`src/rtl/parallel_io_master_port_defs.svh`:
```
// Constants of the parallel master-communication port: offsets, fields, resets and timing.
// Operation
// - Protocol selector reads 15 while port active.
// - Sixteen input lines and sixteen output lines.
// - Input line functions freely assignable by configuration.
// - Output line functions freely assignable by configuration.
// - Port active after reset without configuration.
// - Active port without supply raises supply fault.
// - Writing 2 deactivates port, suppresses fault.
// - Deactivated words detach from pins, stay accessible.
// - Controller must give enable edge; level insufficient.
// - Enable input routed into control word bit.
// - Edge accepted: no error, phase 4, DC ok.
// - Edge accepted only with ready status bit 1.
// - Enable with halt input low holds halted.
// - Halt input high leaves halt, mode active.
// - Halted reports halt diagnostic and panel codes.
// - Clear-error rising edge launches clearing once.
// - Clearing command clears every pending drive error.
// - Default configuration assigns clearing to input.
// - Control word refreshed every 250 or 500 us.
// - Input line n captured into word bit n.
`ifndef PARALLEL_IO_MASTER_PORT_DEFS_SVH
`define PARALLEL_IO_MASTER_PORT_DEFS_SVH
`define PIO_OFS_PROTOCOL 8'h00
`define PIO_OFS_CTRL_WORD 8'h04
`define PIO_OFS_STAT_WORD 8'h08
`define PIO_OFS_IN_MAP 8'h0C
`define PIO_OFS_OUT_SEL_LO 8'h10
`define PIO_OFS_OUT_SEL_HI 8'h14
`define PIO_OFS_DRIVE 8'h18
`define PIO_PROTO_ACTIVE 8'h0F
`define PIO_PROTO_OFF 8'h02
`define PIO_PROTO_RST 8'h0F
`define PIO_IN_MAP_RST 12'hCBA
`define PIO_MAP_EN_LSB 0
`define PIO_MAP_HALT_LSB 4
`define PIO_MAP_CLR_LSB 8
`define PIO_OUT_SEL_LO_RST 32'h76543210
`define PIO_OUT_SEL_HI_RST 32'hFEDCBA98
`define PIO_PHASE_RUN 3'h4
`define PIO_READY_BIT 1
`define PIO_HALT_DIAG 20'hA0010
`define PIO_RUN_DIAG 20'h00000
`define PIO_CLK_NS 10
`define PIO_ADV_CYCLE_US 250
`define PIO_BASIC_CYCLE_US 500
`define PIO_ADV_CYCLES (`PIO_ADV_CYCLE_US * 1000 / `PIO_CLK_NS)
`define PIO_BASIC_CYCLES (`PIO_BASIC_CYCLE_US * 1000 / `PIO_CLK_NS)
`endif

```
`src/rtl/parallel_io_master_port_pkg.sv`:
```
// Types shared by the parallel master-communication port.
package parallel_io_master_port_pkg;
    typedef enum logic [2:0] {
        DRIVE_OFF = 3'b001,
        DRIVE_HALTED = 3'b010,
        DRIVE_RUN = 3'b100
    } drive_state_t;

    typedef enum logic [3:0] {
        PANEL_IDLE = 4'b0001,
        READY_PANEL_CODE = 4'b0010,
        HALT_PANEL_CODE = 4'b0100,
        RUNNING_PANEL_CODE = 4'b1000
    } panel_code_t;

    typedef struct packed {
        logic error_pending;
        logic [2:0] phase;
        logic dc_bus_ok;
        logic [15:0] device_status;
    } drive_cond_t;

    typedef struct packed {
        logic energized;
        logic halted;
        logic op_mode_active;
        logic [19:0] halt_diagnostic_code;
        panel_code_t panel;
    } drive_report_t;
endpackage

```
`src/rtl/parallel_io_master_port.sv`:
```
// Parallel master-communication port: input sampling, drive enable, halt, error clear, status outputs.
//
// Implementation choices: the Wishbone register port and the placing of the registers.
`timescale 1ns/10ps
`default_nettype none
`include "parallel_io_master_port_defs.svh"
module parallel_io_master_port #(
    parameter int ADV_CYCLES = `PIO_ADV_CYCLES,
    parameter int BASIC_CYCLES = `PIO_BASIC_CYCLES
) (
    input wire logic clk_i,
    input wire logic rst_i,
    input wire logic cyc_i,
    input wire logic stb_i,
    input wire logic we_i,
    input wire logic [7:0] adr_i,
    input wire logic [3:0] sel_i,
    input wire logic [31:0] dat_i,
    output logic [31:0] dat_o,
    output logic ack_o,
    input wire logic [15:0] port_in_i,
    input wire logic port_supply_ok_i,
    output logic [15:0] port_out_o,
    input wire logic basic_variant_i,
    input wire parallel_io_master_port_pkg::drive_cond_t drive_cond_i,
    output parallel_io_master_port_pkg::drive_report_t drive_report_o,
    output logic error_clear_command_o,
    output logic external_supply_fault_o
);
    generate
        if (ADV_CYCLES < 2 || BASIC_CYCLES < 2 || ADV_CYCLES > 65536 || BASIC_CYCLES > 65536)
        begin : g_bad_cycles
            $error("Cycle counts must lie between 2 and 65536.");
        end
    endgenerate

    localparam logic [15:0] ADV_LAST = 16'(ADV_CYCLES - 1);
    localparam logic [15:0] BASIC_LAST = 16'(BASIC_CYCLES - 1);

    logic [15:0] in_meta;
    logic [15:0] in_sync;
    logic supply_meta;
    logic supply_sync;
    logic [7:0] protocol;
    logic [15:0] ctrl_word;
    logic [15:0] prev_ctrl;
    logic [15:0] stat_word;
    logic [11:0] in_map;
    logic [63:0] out_sel;
    logic [15:0] tick_cnt;
    logic tick;
    logic eval;
    logic port_active;
    logic bus_req;
    logic bus_wr;
    logic [31:0] wmask;
    logic en_level;
    logic en_rise;
    logic halt_level;
    logic clr_rise;
    logic accept;
    logic [15:0] status_src;
    logic [15:0] next_out;
    parallel_io_master_port_pkg::drive_state_t drive_state;
    parallel_io_master_port_pkg::drive_state_t next_drive_state;

    // Pins come from another domain, so both pass two flip-flops before use.
    always_ff @(posedge clk_i)
    begin
        in_meta <= port_in_i;
        in_sync <= in_meta;
        supply_meta <= port_supply_ok_i;
        supply_sync <= supply_meta;
    end

    // Cycle tick; the variant selects the refresh period.
    always_ff @(posedge clk_i)
    begin
        if (rst_i)
        begin
            tick_cnt <= 16'h0000;
        end
        else if (tick)
        begin
            tick_cnt <= 16'h0000;
        end
        else
        begin
            tick_cnt <= tick_cnt + 16'h0001;
        end
    end
    assign tick = tick_cnt >= (basic_variant_i ? BASIC_LAST : ADV_LAST);

    always_ff @(posedge clk_i)
    begin
        if (rst_i)
        begin
            eval <= 1'b0;
        end
        else
        begin
            eval <= tick;
        end
    end

    assign port_active = protocol == `PIO_PROTO_ACTIVE;
    assign bus_req = cyc_i && stb_i && !ack_o;
    assign bus_wr = bus_req && we_i;
    assign wmask = {{8{sel_i[3]}}, {8{sel_i[2]}}, {8{sel_i[1]}}, {8{sel_i[0]}}};

    always_ff @(posedge clk_i)
    begin
        if (rst_i)
        begin
            protocol <= `PIO_PROTO_RST;
            in_map <= `PIO_IN_MAP_RST;
            out_sel <= {`PIO_OUT_SEL_HI_RST, `PIO_OUT_SEL_LO_RST};
        end
        else if (bus_wr)
        begin
            if (adr_i == `PIO_OFS_PROTOCOL && sel_i[0])
            begin
                protocol <= dat_i[7:0];
            end
            if (adr_i == `PIO_OFS_IN_MAP)
            begin
                in_map <= (in_map & ~wmask[11:0]) | (dat_i[11:0] & wmask[11:0]);
            end
            if (adr_i == `PIO_OFS_OUT_SEL_LO)
            begin
                out_sel[31:0] <= (out_sel[31:0] & ~wmask) | (dat_i & wmask);
            end
            if (adr_i == `PIO_OFS_OUT_SEL_HI)
            begin
                out_sel[63:32] <= (out_sel[63:32] & ~wmask) | (dat_i & wmask);
            end
        end
    end

    // While active the pins own the control word; software writes only reach it once detached.
    always_ff @(posedge clk_i)
    begin
        if (rst_i)
        begin
            ctrl_word <= 16'h0000;
            prev_ctrl <= 16'h0000;
        end
        else
        begin
            if (tick)
            begin
                prev_ctrl <= ctrl_word;
            end
            if (port_active && tick)
            begin
                ctrl_word <= in_sync;
            end
            else if (!port_active && bus_wr && adr_i == `PIO_OFS_CTRL_WORD)
            begin
                ctrl_word <= (ctrl_word & ~wmask[15:0]) | (dat_i[15:0] & wmask[15:0]);
            end
        end
    end

    always_ff @(posedge clk_i)
    begin
        if (rst_i)
        begin
            stat_word <= 16'h0000;
        end
        else if (bus_wr && adr_i == `PIO_OFS_STAT_WORD)
        begin
            stat_word <= (stat_word & ~wmask[15:0]) | (dat_i[15:0] & wmask[15:0]);
        end
    end

    assign en_level = ctrl_word[in_map[`PIO_MAP_EN_LSB +: 4]];
    assign halt_level = ctrl_word[in_map[`PIO_MAP_HALT_LSB +: 4]];
    assign en_rise = en_level && !prev_ctrl[in_map[`PIO_MAP_EN_LSB +: 4]];
    assign clr_rise = ctrl_word[in_map[`PIO_MAP_CLR_LSB +: 4]] && !prev_ctrl[in_map[`PIO_MAP_CLR_LSB +: 4]];
    assign accept = !drive_cond_i.error_pending && drive_cond_i.phase == `PIO_PHASE_RUN
        && drive_cond_i.dc_bus_ok && drive_cond_i.device_status[`PIO_READY_BIT];

    always_comb
    begin
        next_drive_state = drive_state;
        if (eval)
        begin
            unique case (drive_state)
                parallel_io_master_port_pkg::DRIVE_OFF:
                begin
                    if (en_rise && accept)
                    begin
                        next_drive_state = halt_level ? parallel_io_master_port_pkg::DRIVE_RUN
                            : parallel_io_master_port_pkg::DRIVE_HALTED;
                    end
                end
                parallel_io_master_port_pkg::DRIVE_HALTED,
                parallel_io_master_port_pkg::DRIVE_RUN:
                begin
                    if (!en_level || drive_cond_i.error_pending)
                    begin
                        next_drive_state = parallel_io_master_port_pkg::DRIVE_OFF;
                    end
                    else if (halt_level)
                    begin
                        next_drive_state = parallel_io_master_port_pkg::DRIVE_RUN;
                    end
                    else
                    begin
                        next_drive_state = parallel_io_master_port_pkg::DRIVE_HALTED;
                    end
                end
                default:
                begin
                    next_drive_state = parallel_io_master_port_pkg::DRIVE_OFF;
                end
            endcase
        end
    end

    always_ff @(posedge clk_i)
    begin
        if (rst_i)
        begin
            drive_state <= parallel_io_master_port_pkg::DRIVE_OFF;
        end
        else
        begin
            drive_state <= next_drive_state;
        end
    end

    always_ff @(posedge clk_i)
    begin
        if (rst_i)
        begin
            drive_report_o <= '{1'b0, 1'b0, 1'b0, `PIO_RUN_DIAG, parallel_io_master_port_pkg::PANEL_IDLE};
        end
        else
        begin
            drive_report_o.energized <= next_drive_state != parallel_io_master_port_pkg::DRIVE_OFF;
            drive_report_o.halted <= next_drive_state == parallel_io_master_port_pkg::DRIVE_HALTED;
            drive_report_o.op_mode_active <= next_drive_state == parallel_io_master_port_pkg::DRIVE_RUN;
            unique case (next_drive_state)
                parallel_io_master_port_pkg::DRIVE_HALTED:
                begin
                    drive_report_o.halt_diagnostic_code <= `PIO_HALT_DIAG;
                    drive_report_o.panel <= parallel_io_master_port_pkg::HALT_PANEL_CODE;
                end
                parallel_io_master_port_pkg::DRIVE_RUN:
                begin
                    drive_report_o.halt_diagnostic_code <= `PIO_RUN_DIAG;
                    drive_report_o.panel <= parallel_io_master_port_pkg::RUNNING_PANEL_CODE;
                end
                default:
                begin
                    drive_report_o.halt_diagnostic_code <= `PIO_RUN_DIAG;
                    drive_report_o.panel <= accept ? parallel_io_master_port_pkg::READY_PANEL_CODE
                        : parallel_io_master_port_pkg::PANEL_IDLE;
                end
            endcase
        end
    end

    // One pulse per edge; the drive core clears all pending errors on it, not only port ones.
    always_ff @(posedge clk_i)
    begin
        if (rst_i)
        begin
            error_clear_command_o <= 1'b0;
        end
        else
        begin
            error_clear_command_o <= eval && clr_rise;
        end
    end

    always_ff @(posedge clk_i)
    begin
        if (rst_i)
        begin
            external_supply_fault_o <= 1'b0;
        end
        else
        begin
            external_supply_fault_o <= port_active && !supply_sync;
        end
    end

    assign status_src = {stat_word[15:8], drive_cond_i.dc_bus_ok, port_active, drive_cond_i.error_pending,
        external_supply_fault_o, drive_report_o.op_mode_active, drive_report_o.halted,
        drive_report_o.energized, accept};

    genvar gi;
    generate
        for (gi = 0; gi < 16; gi++)
        begin : g_out_mux
            assign next_out[gi] = status_src[out_sel[4 * gi +: 4]];
        end
    endgenerate

    // Detached outputs read low so the controller sees no stale status.
    always_ff @(posedge clk_i)
    begin
        if (rst_i)
        begin
            port_out_o <= 16'h0000;
        end
        else if (!port_active)
        begin
            port_out_o <= 16'h0000;
        end
        else if (tick)
        begin
            port_out_o <= next_out;
        end
    end

    always_ff @(posedge clk_i)
    begin
        if (rst_i)
        begin
            ack_o <= 1'b0;
            dat_o <= 32'h00000000;
        end
        else
        begin
            ack_o <= bus_req;
            dat_o <= 32'h00000000;
            if (bus_req && !we_i)
            begin
                unique case (adr_i)
                    `PIO_OFS_PROTOCOL: dat_o <= {24'h000000, protocol};
                    `PIO_OFS_CTRL_WORD: dat_o <= {16'h0000, ctrl_word};
                    `PIO_OFS_STAT_WORD: dat_o <= {16'h0000, port_active ? port_out_o : stat_word};
                    `PIO_OFS_IN_MAP: dat_o <= {20'h00000, in_map};
                    `PIO_OFS_OUT_SEL_LO: dat_o <= out_sel[31:0];
                    `PIO_OFS_OUT_SEL_HI: dat_o <= out_sel[63:32];
                    `PIO_OFS_DRIVE: dat_o <= {26'h0000000, drive_state, drive_report_o.energized,
                        external_supply_fault_o, port_active};
                    default: dat_o <= 32'h00000000;
                endcase
            end
        end
    end
endmodule
`default_nettype wire

```
`config.mk`:
```
export PLATFORM = sky130hd
export DESIGN_NAME = parallel_io_master_port
export DESIGN_NICKNAME = d
export VERILOG_FILES = /design/src/rtl/parallel_io_master_port_pkg.sv /design/src/rtl/parallel_io_master_port.sv
export VERILOG_INCLUDE_DIRS = /design/src /design/src/rtl
export SDC_FILE = /design/constraint.sdc
export NUM_CORES = 1
export LEC_CHECK = 0
export BUFFER_PORTS_ARGS = -buffer_cell sky130_fd_sc_hd__buf_2
export CORE_MARGIN = 4
export CORE_UTILIZATION = 60
export CTS_CLUSTER_SIZE = 30
export DETAILED_ROUTE_END_ITERATION = 8
export PLACE_DENSITY_LB_ADDON = 0.1
export RECOVER_POWER = 25
export SYNTH_ARGS = -nofsm -noshare
export SYNTH_HDL_FRONTEND = slang
export SYNTH_SLANG_ARGS = --single-unit
```
`constraint.sdc`:
```
create_clock -name clk_i -period 6.84 [get_ports clk_i]
set_input_delay 2.052 -clock clk_i [delete_from_list [all_inputs] [get_ports clk_i]]
set_output_delay 2.052 -clock clk_i [all_outputs]
set_load 0.005 [all_outputs]
```
-- After elaboration in Yosys (flattened, before gate mapping)
Index checks and enable logic that the tools add are counted.
- register bits after elaboration: 264
- input bits: 88
- output and inout port bits: 78
- logic and storage cells: 167
- add/sub/neg operators: 1
- order comparisons: 20
- eq/ne operators: 14
- multiplexer cells: 54
- bitwise operators: 18
- reduce and logical (&&, ||, !) cells: 36
- operator list (operator ; count):
    $pmux W32 S7 ; 1
    $and A32 B32 Y32 ; 3
    $lt A4 B5 Y1 const B ; 19
    $bmux W1 S4 ; 21
    $mux W16 ; 4
    $or A32 B32 Y32 ; 2
    $and A16 B16 Y16 ; 3
    $pmux W24 S2 ; 1
    $not A32 Y32 ; 1
    $or A16 B16 Y16 ; 2
    $and A12 B12 Y12 ; 2
    $eq A8 B4 Y1 const B ; 3
    $eq A8 B5 Y1 const B ; 3
    $mux W1 ; 21
    $logic_and A1 B1 Y1 ; 17
    $add A16 B1 Y16 const B ; 1
    $ge A16 B16 Y1 ; 1
    $not A16 Y16 ; 1
    $mux W3 ; 4
    $not A12 Y12 ; 1
    $or A12 B12 Y12 ; 1
    $eq A3 B3 Y1 const B ; 3
    $eq A8 B3 Y1 const B ; 1
    $logic_not A1 Y1 ; 8
    other kinds (11) ; 19

-- Depth between registers and ports, before layout
Gate-level depths: netlist of the first run.
- depth in word-level cells: 10
- mapped depth: 10
- mapped depth without buffers: 8

-- Worst setup path after synthesis of the first run
OpenSTA, ideal clock, no wires.
- kind: input-to-reg
- start point: input port basic_variant_i
- end point: register tick_cnt[10]
- arrival: 4.121 ns
- slack: 2.654 ns
- stages on the path: 10
- path buffers: 2
- cells stage by stage: inv_1 -> ha_1 -> a311o_1 -> a2111oi_0 -> o31ai_1 -> and2_1 -> or2_2 -> clkbuf_1 -> clkbuf_1 -> nor2_1
- cells in the longest elaborated chain, start to end: 3
- RTL lines (item ; RTL line ; text):
    start, declared ; parallel_io_master_port.sv:24 ; input wire logic basic_variant_i,
    $mux W16 ; parallel_io_master_port.sv:92 ; assign tick = tick_cnt >= (basic_variant_i ? BASIC_LAST : ADV_LAST);
    $ge A16 B16 Y1 ; parallel_io_master_port.sv:92 ;
    $reduce_or A2 Y1 (no line) ; n/a ;
    end signal, assigned ; parallel_io_master_port.sv:89 ; tick_cnt <= tick_cnt + 16'h0001;
    end, declared ; parallel_io_master_port.sv:50 ; logic [15:0] tick_cnt;
Every way passes these cells.
A chain may end at the register's enable or synchronous reset.

==> impl_metrics.yaml, run 1 <==
clocking:
  root_buffer: "clkbuf_16"
  cts-htree-levels: 1
  hold_buffers: 0
  cts-resized-gates: 0
  cts_buffers: 26
  clock_sinks: 243
  cts_buffer_depth: 3
  post_cts_buffers: 0
  cts_tree: "done"
  clkTransAtPathRegs_ns: 0.06
  clkLatencyLatePin_ns: 0.54
logic_synthesis:
  synthTopCellsByArea: "dfxtp_1 40%, mux4_2 16%, mux2i_1 12%"
  async_reset_ff_frac: 0
  synth.cell_area_sq_um: 12100
  ys_warn_count: 0
  syn_area_per_cell_sq_um: 10.4
  synth-edff-count: 0
  synth-main-ff-cell: "dfxtp_1"
  synth_cell_types: 66
  ys_seq_elements: 243
  ys_seq_area_frac: 0.402
  synth.most_common_cell: "dfxtp_1"
  netlist.area_leader.share: 0.402
  synth_cells: 1160
  yosysTopAreaCell: "dfxtp_1"
  synth_common_cells: "243 x dfxtp_1, 186 x nor2_1, 141 x mux2i_1, 87 x mux4_2, 69 x clkbuf_1"
detailed_routing:
  routed_wl_mm: 33.7
  drt_iter0_markers: 1180
  remaining_drc_errors: 0
  ant_nets: 0
  vias_per_cell: 6.40
  dr.pass1.iters: 5
  num_vias: 9658
  avgRoutedWirePerCell_microns: 22.3
setup_path:
  startpoint_type: "input pin"
  path_cells: "clkbuf_1, buf_4, nor2_1, o221a_2"
  cp_slowest_cell: "clkbuf_1"
  arrival_ns: 5.15
  crit_fanout: 92
  cpPeakStageDelay_ns: 1.71
  cp-end-kind: "flip-flop"
  required_ns: 7.25
  criticalPathCategory: "input pin to flip-flop"
global_route:
  grt_max_degree: 93
  grt_usage: 0.299
  overflow: 0
  antenna_found_initial: 1
  grt_pass1_vias: 9168
  grt_pass1_wl_mm: 52.2
die:
  initial_core_util: 0.615
  core_sq_um: 19700
  die_area_sq_um: 22500
  die_h_microns: 150
  fp.dieW_microns: 150
  io_pins: 166
  row_count: 51
sta:
  rsz0062_at_grt: "false"
  fin_tns_setup_ns: 0
  fmax_mhz: 211
  hold_slack_ns: 0.325
  min_period_over_period: 0.693
  maxSlewViolCount: 56
  finalHoldViolCount: 0
  relSlewSlack: -0.638
  tightest_slew_ns: 2.46
  skew_ns: 0.0211
  finalWorstSetupSlack_ns: 2.10
  setup_violations: 0
  min_period_ns: 4.74
outcome:
  violations: "capacitance limit, slew limit"
  outcome: "complete, but fails checks"
placed_design:
  placed_cells: 1463
  dp_hpwl_mm: 22.4
  post_dp_cell_area_sq_um: 12700
  place_ws_ns: 1.85
  io_buffers: 133
  gp_congestion: 0.882
pwr:
  power_density_nw_per_um2: 230
  leakagePower_nw: 5.32
  ir_drop_mv: 0.183
layout:
  layout-drive-gt1-share: 0.223
  area_growth_pct: 12.7
  diodes: 0
  num-fill-cells: 1531
  fin_area_sq_um: 13600
  fin_cells: 1510
  finalNetCount: 1322
job:
  cap_viol_max_count: 1
hold_path:
  hold_class: "flip-flop to flip-flop"
-- through the flow --
step,util,power (mW)
floorplan,-,1.53
global placement,0.644,1.57
detailed placement,0.644,1.57
CTS,0.694,3.15
global route,0.693,3.22
finish,0.693,3.13
-- power by group --
part / leakage (nW) / switching, mW / total (mW) / internal, mW
logic: 2.85 / 0.0732 / 0.111 / 0.0382
clock network: 0.492 / 0.573 / 1.58 / 1.01
registers: 1.97 / 0.00431 / 1.43 / 1.43
-- per-layer routing --
| layer | track usage | routed length [microns] |
|---|---|---|
| met1 | 0.433 | 14100 |
| met2 | 0.454 | 15300 |
| met3 | 0.0566 | 3360 |
| met4 | 0.0974 | 1030 |
| met5 | 0 | 7 |
-- placed cells by master (no fill, tap or decap), types with 8 or more instances in the layout --
| master | count |
|---|---|
| inv_1 | 28 |
| o21ai_0 | 21 |
| a21oi_1 | 27 |
| nand3_1 | 24 |
| nor2b_1 | 25 |
| o22ai_1 | 11 |
| a211o_1 | 36 |
| nand2_1 | 53 |
| xor2_1 | 9 |
| buf_4 | 9 |
| clkbuf_8 | 10 |
| conb_1 | 17 |
| ha_1 | 8 |
| mux2i_1 | 141 |
| nand2b_1 | 11 |
| buf_2 | 117 |
| a221oi_1 | 12 |
| mux4_2 | 87 |
| dfxtp_1 | 243 |
| a311oi_1 | 10 |
| clkbuf_1 | 17 |
| clkbuf_16 | 27 |
| nor2_1 | 185 |
-- critical path, delay by kind of cell --
kind	cells	cell delay, ns
AOI/OAI and AO/OA	1	0.16
and+or+nand+nor	1	0.11
buffers and inverters	2	2.68
-- path summary, 6_finish.rpt --
check,from,end,slack (ns),cells after the start
worst max-delay path,rst_i,flip-flop,2.10,4
worst min-delay path,in_meta[6]$_DFF_P_,in_sync[6]$_DFF_P_,0.33,0
worst max register to register,tick_cnt[3]$_SDFF_PP0_,flip-flop,3.82,7
worst min register to register,in_meta[6]$_DFF_P_,in_sync[6]$_DFF_P_,0.33,0
-- logic make-up (layout without fill, tap and decap cells) --
kind of cell / count (synthesis) / in the layout / share of synthesized area
xor+xnor: 15 / 15 / 0.0109
fa+ha+maj: 8 / 8 / 0.00828
other cells: 1 / 17 / 0.000310
mux: 236 / 236 / 0.291
compound gates: 154 / 154 / 0.0932
buf+inv: 148 / 217 / 0.0561
simple gates: 355 / 355 / 0.138
flops: 243 / 243 / 0.402
-- layout make-up --
cell class / count / area, sq um / area share
Multi-Input combinational cell: 785 / 6620 / 0.486
Clock buffer: 38 / 817 / 0.0600
Tap cell: 265 / 332 / 0.0243
Clock inverter: 9 / 174 / 0.0128
Inverter: 28 / 105 / 0.00771
Sequential cell: 243 / 4860 / 0.357
Timing Repair Buffer: 142 / 713 / 0.0524
Power figures use the tool's default switching activity.
==> run 2, diff against run 1 <==
Settings changed: ABC_AREA set to 1, CORE_UTILIZATION 60 to 52.
Clock period 6.84 ns to 4.29 ns, I/O delays scaled along.
==> impl_metrics.yaml, run 2 <==
outcome:
  outcome: "complete, but fails checks"
  violations: "capacitance limit, slew limit"
logic_synthesis:
  ys_seq_area_frac: 0.405
  synth.cell_area_sq_um: 12000
  ys_warn_count: 0
  synth.most_common_cell: "dfxtp_1"
  synth_common_cells: "243 x dfxtp_1, 225 x nand2_1, 222 x a21oi_1, 204 x o21ai_0, 180 x inv_1"
  yosysTopAreaCell: "dfxtp_1"
  syn_area_per_cell_sq_um: 7.21
  synth-main-ff-cell: "dfxtp_1"
  synth_cell_types: 45
  ys_seq_elements: 243
  synth-edff-count: 0
  netlist.area_leader.share: 0.405
  synthTopCellsByArea: "dfxtp_1 40%, a21oi_1 9.2%, o21ai_0 8.5%"
  async_reset_ff_frac: 0
  synth_cells: 1668
pwr:
  ir_drop_mv: 0.371
  leakagePower_nw: 5.56
  power_density_nw_per_um2: 362
global_route:
  antenna_found_initial: 0
  use_met1: 0.416
  grt_usage: 0.301
  busiest_layer: "met2"
  grt_pass1_vias: 11300
  grt_use_met2: 0.477
  grt_max_degree: 96
  met3_usage: 0.0575
  grt_pass1_wl_mm: 62.4
  overflow: 0
hold_path:
  hold_start: "in_meta[2]$_DFF_P_"
  hold_class: "flip-flop to flip-flop"
clocking:
  cts-resized-gates: 0
  post_cts_buffers: 0
  hold_buffers: 0
  cts-htree-levels: 1
  clock_sinks: 243
  clkLatencyLatePin_ns: 0.55
  root_buffer: "clkbuf_16"
  cts_tree: "done"
  clkTransAtPathRegs_ns: 0.06
  cts_buffer_depth: 3
  cts_buffers: 27
sta:
  relSlewSlack: -0.0252
  min_period_over_period: 0.777
  hold_slack_ns: 0.324
  maxSlewViolCount: 29
  skew_ns: 0.0166
  setup_violations: 0
  tightest_slew_ns: 1.54
  finalHoldViolCount: 0
  fin_tns_setup_ns: 0
  min_period_ns: 3.33
  fmax_mhz: 300
  rsz0062_at_grt: "false"
  finalWorstSetupSlack_ns: 0.958
detailed_routing:
  routed_wl_mm: 40.2
  num_vias: 12300
  ant_nets: 0
  drt_iter0_markers: 1342
  remaining_drc_errors: 0
  dr.pass1.iters: 6
  avgRoutedWirePerCell_microns: 19.5
  vias_per_cell: 5.97
placed_design:
  dp_hpwl_mm: 27.1
  io_buffers: 133
  gp_congestion: 0.974
  place_ws_ns: 0.871
setup_path:
  critPathLaunch: "protocol[6]$_SDFFE_PP0P_"
  cp-end-kind: "flip-flop"
  arrival_ns: 3.77
  startpoint_type: "flip-flop"
  r2r-start: "protocol[6]$_SDFFE_PP0P_"
  criticalPathCategory: "flip-flop to flip-flop"
  crit_fanout: 28
  required_ns: 4.73
die:
  io_pins: 166
  row_count: 55
  core_sq_um: 22700
  die_h_microns: 160
  fp.dieW_microns: 160
  initial_core_util: 0.530
  die_area_sq_um: 25600
layout:
  diodes: 0
  final_cell_mix: "243 x dfxtp_1, 225 x nand2_1, 222 x a21oi_1"
  postLayoutCoreUtil: 0.602
  finalNetCount: 1847
  layout.cells.most_common: "dfxtp_1"
  layout-drive-gt1-share: 0.127
  area_growth_pct: 13.7
job:
  cap_viol_max_count: 1
## run 2: cell types whose count changed after synthesis, sizes merged, moves of 78 or more
| cell | previous run | this run |
|---|---|---|
| mux4 | 91 | 0 |
| o21ai | 21 | 212 |
| mux2i | 141 | 0 |
| a21oi | 27 | 222 |
| nand2 | 53 | 229 |
| nor2 | 188 | 110 |
| nand3 | 24 | 118 |
| inv | 28 | 194 |
## run 2: layout make-up
class / instances / area (sq um)
Fill cell: 2169 / 9040
Multi-Input combinational cell: 1123 / 5910
Sequential cell: 243 / 4860
Timing Repair Buffer: 153 / 815
Inverter: 203 / 763
Clock buffer: 37 / 743
Tap cell: 285 / 357
Clock inverter: 12 / 219
## run 2: power breakdown
group / internal [mW] / switching, mW
logic: 0.0474 / 0.111
clock network: 1.57 / 0.943
registers: 2.28 / 0.00810
## run 2: cell families after synthesis
| group | synth area share |
|---|---|
| AO/OA/AOI/OAI | 0.291 |
| XOR/XNOR | 0.00437 |
| adder cells (fa/ha/maj) | 0.00832 |
| buffers and inverters | 0.109 |
| flip-flops | 0.405 |
| other | 0.000312 |
| AND/OR/NAND/NOR | 0.183 |
## run 2: metal layers
metal	share of wire	vias to the layer above
met4	0.030	0
li1	-	5904
met1	0.41	5583
met5	0	-
met2	0.44	688
met3	0.12	108
## run 2: path summary, 6_finish.rpt
| path | to | depth (start not counted) | slack [ns] |
|---|---|---|---|
| max | port_out_o[4]$_SDFFE_PP0P_ | 10 | 0.96 |
| min | in_sync[2]$_DFF_P_ | 0 | 0.32 |
| max reg2reg | port_out_o[4]$_SDFFE_PP0P_ | 10 | 0.96 |
| min reg2reg | in_sync[2]$_DFF_P_ | 0 | 0.32 |
## run 2: stage by stage
step	cells	instance area, sq um	total power [mW]
floorplan	1684	12100	2.41
global placement	2007	12700	2.49
detailed placement	2007	12700	2.49
CTS	2056	13700	4.97
global route	2056	13700	5.10
finish	2056	13700	4.96
## run 2: worst max-delay path: stages, from the launching register on
cell and delay (ns):
dfxtp_1 0.34, inv_1 0.04, nand2_1 0.06, nor3_1 0.04, nand2_1 0.53, clkbuf_1 1.18
a21oi_1 0.15, o311ai_0 0.34, nand3_1 0.28, o211ai_1 0.17, inv_1 0.06
